`src/core/sci_consts.svh`:
```
// Constants for the national bit six change interrupt block.
// Assumes a 32-bit AXI4-Lite slave with 8-bit byte addresses.
// Operation
// - Enable bit 4 lets entry into and exit from 1010 raise the interrupt.
// - Enable bit 3 lets entry into and exit from 1000 raise the interrupt.
// - Enable bit 2 lets entry into and exit from 001x raise the interrupt.
// - The 001x compare looks only at the three upper bits.
// - Enable bit 1 lets entry into any undecoded value raise the interrupt.
// - With bit 1 clear, undecoded values never raise the interrupt.
// - Enable bit 0 lets entry into and exit from 0000 raise the interrupt.
// - Status bits latch on their event and clear when software reads them.
`ifndef SCI_CONSTS_SVH
`define SCI_CONSTS_SVH

// Register indices as printed, byte address is four times the index
`define SCI_STATUS_IDX 8'h0c
`define SCI_ENABLE_IDX 8'h0d
`define SCI_STATUS_ADDR 8'h30
`define SCI_ENABLE_ADDR 8'h34
`define SCI_ADDR_W 8
`define SCI_EV_W 5

// Field positions, shared by status and enable
`define SCI_BIT_0000 0
`define SCI_BIT_OTHER 1
`define SCI_BIT_001X 2
`define SCI_BIT_1000 3
`define SCI_BIT_1010 4

// Reset values and bus answers
`define SCI_ENABLE_RST 5'h00
`define SCI_RESP_OKAY 2'h0
`define SCI_RESP_SLVERR 2'h2

`endif

```
`src/core/sci_pkg.sv`:
```
// Types for the national bit six change interrupt block.
// Assumes sci_consts.svh is on the include path.
`include "sci_consts.svh"

package sci_pkg;

    // Whole state of the top module
    typedef struct packed {
        logic aw_held;
        logic [`SCI_ADDR_W-1:0] aw_addr;
        logic w_held;
        logic [7:0] w_data;
        logic w_lane0;
        logic awready;
        logic wready;
        logic bvalid;
        logic [1:0] bresp;
        logic arready;
        logic rvalid;
        logic [31:0] rdata;
        logic [1:0] rresp;
        logic [`SCI_EV_W-1:0] enable;
        logic [`SCI_EV_W-1:0] status;
        logic [`SCI_EV_W-1:0] prev_match;
        logic primed;
        logic irq;
    } sci_state_type;

    typedef logic [`SCI_EV_W-1:0] sci_vec_type;

endpackage

```
`src/core/sci_top.sv`:
```
// Change interrupt logic for the debounced national bit six nibble.
// Assumes the nibble arrives already debounced and synchronous to aclk.
`timescale 1ns/1ps
`include "sci_consts.svh"

module sci_top (
    // Clock and reset
    input wire logic aclk,
    input wire logic aresetn,
    // Debounced national bit six nibble, bit 3 received first
    input wire logic [3:0] national_bit_six,
    // AXI4-Lite write address
    input wire logic awvalid,
    output logic awready,
    input wire logic [`SCI_ADDR_W-1:0] awaddr,
    input wire logic [2:0] awprot,
    // AXI4-Lite write data
    input wire logic wvalid,
    output logic wready,
    input wire logic [31:0] wdata,
    input wire logic [3:0] wstrb,
    // AXI4-Lite write response
    output logic bvalid,
    input wire logic bready,
    output logic [1:0] bresp,
    // AXI4-Lite read address
    input wire logic arvalid,
    output logic arready,
    input wire logic [`SCI_ADDR_W-1:0] araddr,
    input wire logic [2:0] arprot,
    // AXI4-Lite read data
    output logic rvalid,
    input wire logic rready,
    output logic [31:0] rdata,
    output logic [1:0] rresp,
    // Level interrupt
    output logic irq
);
    import sci_pkg::*;

    sci_state_type r;
    sci_state_type next_r;
    sci_pkg::sci_vec_type match;
    // Driven bit by bit from the generate loop, so a net rather than a variable
    wire sci_pkg::sci_vec_type event_hit;
    logic write_fire;
    logic read_fire;
    logic status_read;

    // Pattern decode of the current nibble
    always_comb begin
        match = '0;
        match[`SCI_BIT_0000] = (national_bit_six == 4'h0);
        match[`SCI_BIT_001X] = (national_bit_six[3:1] == 3'h1);
        match[`SCI_BIT_1000] = (national_bit_six == 4'h8);
        match[`SCI_BIT_1010] = (national_bit_six == 4'ha);
        // Anything the decoders above do not claim
        match[`SCI_BIT_OTHER] = (national_bit_six != 4'h0)
            && (national_bit_six[3:1] != 3'h1)
            && (national_bit_six != 4'h8)
            && (national_bit_six != 4'ha);
    end

    // One change detector per pattern; the undecoded case fires on entry only
    genvar gi;
    generate
        for (gi = 0; gi < `SCI_EV_W; gi++) begin : g_detect
            if (gi == `SCI_BIT_OTHER) begin : g_entry
                assign event_hit[gi] = r.primed && match[gi] && !r.prev_match[gi];
            end else begin : g_change
                assign event_hit[gi] = r.primed && (match[gi] != r.prev_match[gi]);
            end
        end
    endgenerate

    // Bus strobes
    assign write_fire = r.aw_held && r.w_held && !r.bvalid;
    assign read_fire = arvalid && r.arready;
    assign status_read = read_fire && (araddr == `SCI_STATUS_ADDR);

    // Next state
    always_comb begin
        next_r = r;
        // First cycle after reset only loads history, so reset is no change
        next_r.prev_match = match;
        next_r.primed = 1'b1;
        // Write address and data are taken in either order
        if (awvalid && r.awready) begin
            next_r.aw_held = 1'b1;
            next_r.aw_addr = awaddr;
        end
        if (wvalid && r.wready) begin
            next_r.w_held = 1'b1;
            next_r.w_data = wdata[7:0];
            next_r.w_lane0 = wstrb[0];
        end
        if (r.bvalid && bready) begin
            next_r.bvalid = 1'b0;
        end
        // Register write once both halves are held
        if (write_fire) begin
            next_r.aw_held = 1'b0;
            next_r.w_held = 1'b0;
            next_r.bvalid = 1'b1;
            next_r.bresp = `SCI_RESP_OKAY;
            if (r.aw_addr == `SCI_ENABLE_ADDR) begin
                if (r.w_lane0) begin
                    next_r.enable = r.w_data[`SCI_EV_W-1:0];
                end
            end else if (r.aw_addr != `SCI_STATUS_ADDR) begin
                next_r.bresp = `SCI_RESP_SLVERR;
            end
        end
        next_r.awready = !next_r.aw_held;
        next_r.wready = !next_r.w_held;
        // Read answer
        if (r.rvalid && rready) begin
            next_r.rvalid = 1'b0;
        end
        if (read_fire) begin
            next_r.rvalid = 1'b1;
            next_r.rresp = `SCI_RESP_OKAY;
            next_r.rdata = 32'h0;
            if (araddr == `SCI_STATUS_ADDR) begin
                next_r.rdata[`SCI_EV_W-1:0] = r.status;
            end else if (araddr == `SCI_ENABLE_ADDR) begin
                next_r.rdata[`SCI_EV_W-1:0] = r.enable;
            end else begin
                next_r.rresp = `SCI_RESP_SLVERR;
            end
        end
        next_r.arready = !next_r.rvalid;
        // Sticky status, an event in the read cycle survives the clear
        next_r.status = (status_read ? '0 : r.status) | event_hit;
        // Enable gates the latched events onto the pin
        next_r.irq = |(next_r.status & next_r.enable);
    end

    // State register, all zero on reset so no enable is set
    always_ff @(posedge aclk) begin
        if (!aresetn) begin
            r <= '0;
        end else begin
            r <= next_r;
        end
    end

    // Outputs straight from flops
    assign awready = r.awready;
    assign wready = r.wready;
    assign bvalid = r.bvalid;
    assign bresp = r.bresp;
    assign arready = r.arready;
    assign rvalid = r.rvalid;
    assign rdata = r.rdata;
    assign rresp = r.rresp;
    assign irq = r.irq;

    logic en_write;
    assign en_write = write_fire && (r.aw_addr == `SCI_ENABLE_ADDR);
endmodule

```
`config.mk`:
```
export PLATFORM = sky130hd
export DESIGN_NAME = sci_top
export DESIGN_NICKNAME = d
export VERILOG_FILES = /design/src/core/sci_pkg.sv /design/src/core/sci_top.sv
export VERILOG_INCLUDE_DIRS = /design/src /design/src/core
export SDC_FILE = /design/constraint.sdc
export NUM_CORES = 1
export LEC_CHECK = 0
export BUFFER_PORTS_ARGS = -buffer_cell sky130_fd_sc_hd__buf_4
export CAP_MARGIN = 10
export CELL_PAD_IN_SITES_DETAIL_PLACEMENT = 1
export CELL_PAD_IN_SITES_GLOBAL_PLACEMENT = 2
export CORE_ASPECT_RATIO = 0.5
export CORE_UTILIZATION = 24
export CTS_BUF_LIST = sky130_fd_sc_hd__clkbuf_4 sky130_fd_sc_hd__clkbuf_8 sky130_fd_sc_hd__clkbuf_16
export CTS_CLUSTER_SIZE = 40
export DETAILED_ROUTE_END_ITERATION = 10
export GPL_TIMING_DRIVEN = 1
export PLACE_DENSITY_LB_ADDON = 0.12
export SLEW_MARGIN = 15
export SYNTH_ARGS = -nofsm -noshare
export SYNTH_HDL_FRONTEND = slang
export SYNTH_SLANG_ARGS = --single-unit
```
`constraint.sdc`:
```
create_clock -name aclk -period 2.7 [get_ports aclk]
set_input_delay 0.54 -clock aclk [delete_from_list [all_inputs] [get_ports aclk]]
set_output_delay 0.54 -clock aclk [all_outputs]
set_load 0.05 [all_outputs]
```
==> flow_summary.json <==
{
  "via_count": 1561,
  "critPathBufInv": 0,
  "areaGrowthSynthToFinish_pct": 20.48,
  "p_total_mw": 1.520,
  "static-leakage-power_nw": 1.021,
  "cp.required_ps": 2850,
  "die_w_um": 131.8,
  "worstSetupPathType": "register to register",
  "grt_total_ovfl": 0,
  "holdBufCountCts": 0,
  "holdCritPathClass": "register to register",
  "gpl.final_weighted_congestion": 0.7349,
  "power.density_mw_per_mm2": 624.1,
  "run_status": "completed",
  "cpLargestDelayFamily": "simple AND/OR/NAND/NOR gates",
  "synth_area_mm2": 0.002022,
  "cp_max_fo": 5,
  "portBuffers": 45,
  "layout.core_utilization_pct": 30.13,
  "filler_cell_count": 968,
  "post_route_cells_drive_above_1_share_pct": 23.37,
  "finalNetCount": 331,
  "grt_pass1_wl_mm": 7.472,
  "antenna_cells_inserted": 0,
  "crit_arrival_ps": 2500,
  "via_per_inst": 4.185,
  "antenna_found_initial": 0,
  "syn_avg_cell_area_um2": 8.986,
  "ctsHtreeMaxLevel": 2,
  "setup.worst_path.end_class": "register",
  "drt_pass1_iterations": 4,
  "placement.setup.worst_slack_ps": 219.9,
  "stdcell_area_mm2": 0.002436,
  "placement.cell_area_mm2": 0.002306,
  "yosys_most_used_dff": "sky130_fd_sc_hd__dfxtp_1",
  "drv_slew": 0,
  "synth_seq_area_share_pct": 44.55,
  "fmax_mhz": 426.7,
  "core_area_mm2": 0.008087,
  "synth_async_sr_flop_share_pct": 0,
  "post_synth_inst_count": 225,
  "initial_utilization_pct": 25.00,
  "report.final.setup_viol": 0,
  "clock_latency_reported_for_the_late_side_of_the_worst_skew_pair_ps": 280,
  "cts_tree": "done",
  "ant_nets": 0,
  "synth.distinct_cells": 36,
  "grt_usage_pct": 11.45,
  "maximum_number_of_pins_on_one_net_before_global_route_repair": 20,
  "cts_max_path_buffers": 2,
  "finalWorstSetupSlack_ps": 356.4,
  "hold_viol_final": 0,
  "unrepaired_setup_endpoints_after_global_routing": "no",
  "drt-total-wl_mm": 4.803,
  "wire_per_inst_um": 12.88,
  "timing.critical_path.cells": "or4b_4 -> nor4_4 -> mux2_1 -> a222oi_1 -> a21oi_1",
  "timing.critical_path.from_type": "register",
  "yosysTopAreaCell": "sky130_fd_sc_hd__dfxtp_1",
  "synth_top_cell_area_share_pct": 44.55,
  "number_of_flip_flops_and_latches_in_the_synthesized_netlist": 45,
  "max_cap_violations": 0,
  "synthTopCellsByArea": "sky130_fd_sc_hd__dfxtp_1 (45%), sky130_fd_sc_hd__buf_4 (13%), sky130_fd_sc_hd__a21oi_1 (6.4%)",
  "row_count": 23,
  "setup_total_negative_slack_ps": 0,
  "number_of_gates_resized_after_cts": 0,
  "cp-startpoint": "r[74]",
  "dpl.hpwl_mm": 3.586,
  "final_min_period_over_clock_period_pct": 86.80,
  "drc_errors": 0,
  "vdd_ir_drop_max_mv": 0.3032,
  "synth_edf_count": 0,
  "boundaryPins": 111,
  "critical_path.reg2reg.startpoint": "r[74]",
  "yosysWarnings": 0,
  "final.min_clock_period_ps": 2344,
  "design.die.area_mm2": 0.008818,
  "clock-skew-final_ps": 7.020,
  "postCtsSetupBuffers": 0,
  "numCtsBuffers": 5,
  "clock-sinks": 45,
  "critical-path-slowest-cell": "sky130_fd_sc_hd__or4b_4",
  "worst_hold_startpoint": "r[70]",
  "worst_setup_hold_path_clk_slew_ps": 60,
  "critical_path.max_stage_delay_ps": 570,
  "clock_root_buffer": "sky130_fd_sc_hd__clkbuf_16",
  "first_iter_violations": 51,
  "die_y_um": 66.91,
  "grt_pass1_vias": 1458
}
==> worst register-to-register path, delay by kind of cell (launching register included) <==
family	cells	cell delay (ps)
DFF	1	310
and+or+nand+nor	2	1050
muxes	1	380
AOI/OAI and AO/OA	2	490
==> final cells by class <==
class / count / area [um2] / area share (%)
inverter: 2 / 7.507 / 0.3082
tap: 112 / 140.1 / 5.752
clock inverter: 1 / 5.005 / 0.2054
clock buffer: 5 / 125.1 / 5.136
sequential: 45 / 900.9 / 36.98
multi-input combinational: 161 / 904.6 / 37.13
timing repair buffer: 47 / 352.8 / 14.48
==> final timing paths <==
path                            endpoint  slack, ps  depth (start not counted)
worst max register to register       irq        360                          5
worst max-delay path                 irq        360                          5
worst min-delay path               r[70]        450                          2
worst min register to register     r[70]        450                          2
==> synth_stat cells (all sizes together), types with 2 or more instances <==
library cell  number
nor3b              2
buf               39
nand3             14
nand2             25
a21oi             26
nand2b             4
or3b               2
dfxtp             45
nor3               3
nor2              12
nor4b              3
inv                2
a22o               3
a22oi              6
nor4               3
and2               9
mux2               4
xor2               4
or4b               2
clkbuf             6
==> flip-flops by register name, summed over array words and instances, names as in the netlist <==
| register | cells |
|---|---|
| awready | 1 |
| r | 32 |
| rresp | 1 |
| rdata | 5 |
| arready | 1 |
| bvalid | 1 |
| irq | 1 |
| wready | 1 |
| rvalid | 1 |
| bresp | 1 |
==> kinds of logic after synthesis <==
group	Yosys count	share of synthesized area, %
xor+xnor	4	1.732
compound gates	38	11.32
buf+inv	47	15.90
mux	5	2.723
simple gates	85	23.58
flops	45	44.55
other cells	1	0.1855
==> layout by cell type, fill, tap and decap left out, drive strengths merged, types with 5 or more instances in the layout <==
cell type / n
clkbuf: 5
nand3: 14
a22oi: 6
and2: 9
nand2: 25
conb: 29
buf: 47
dfxtp: 45
a21oi: 26
nor2: 12
==> power by group <==
| part | internal, mW | switching (mW) | total (mW) |
|---|---|---|---|
| sequential | 0.690 | 0.0221 | 0.712 |
| combinational | 0.0663 | 0.171 | 0.237 |
| clock | 0.331 | 0.240 | 0.571 |
| total | 1.09 | 0.433 | 1.52 |
==> metrics by stage <==
step	instances	hold slack, ps
floorplan	253	427.8
global placement	367	443.3
detailed placement	367	446.4
CTS	373	454.5
global route	373	461.2
finish	373	453.6
==> layer usage <==
metal  routed length, um  share of wire, %  vias to the layer above  global-route usage [%]
met2                2158                45                       55                   18.65
met1                2330                49                      722                   14.04
met3                 262               5.5                        5                   4.110
met5                   0                 0                        -                       0
li1                    -                 -                      779                       -
met4                  52               1.1                        0                   4.070
Power figures use the tool's default switching activity.
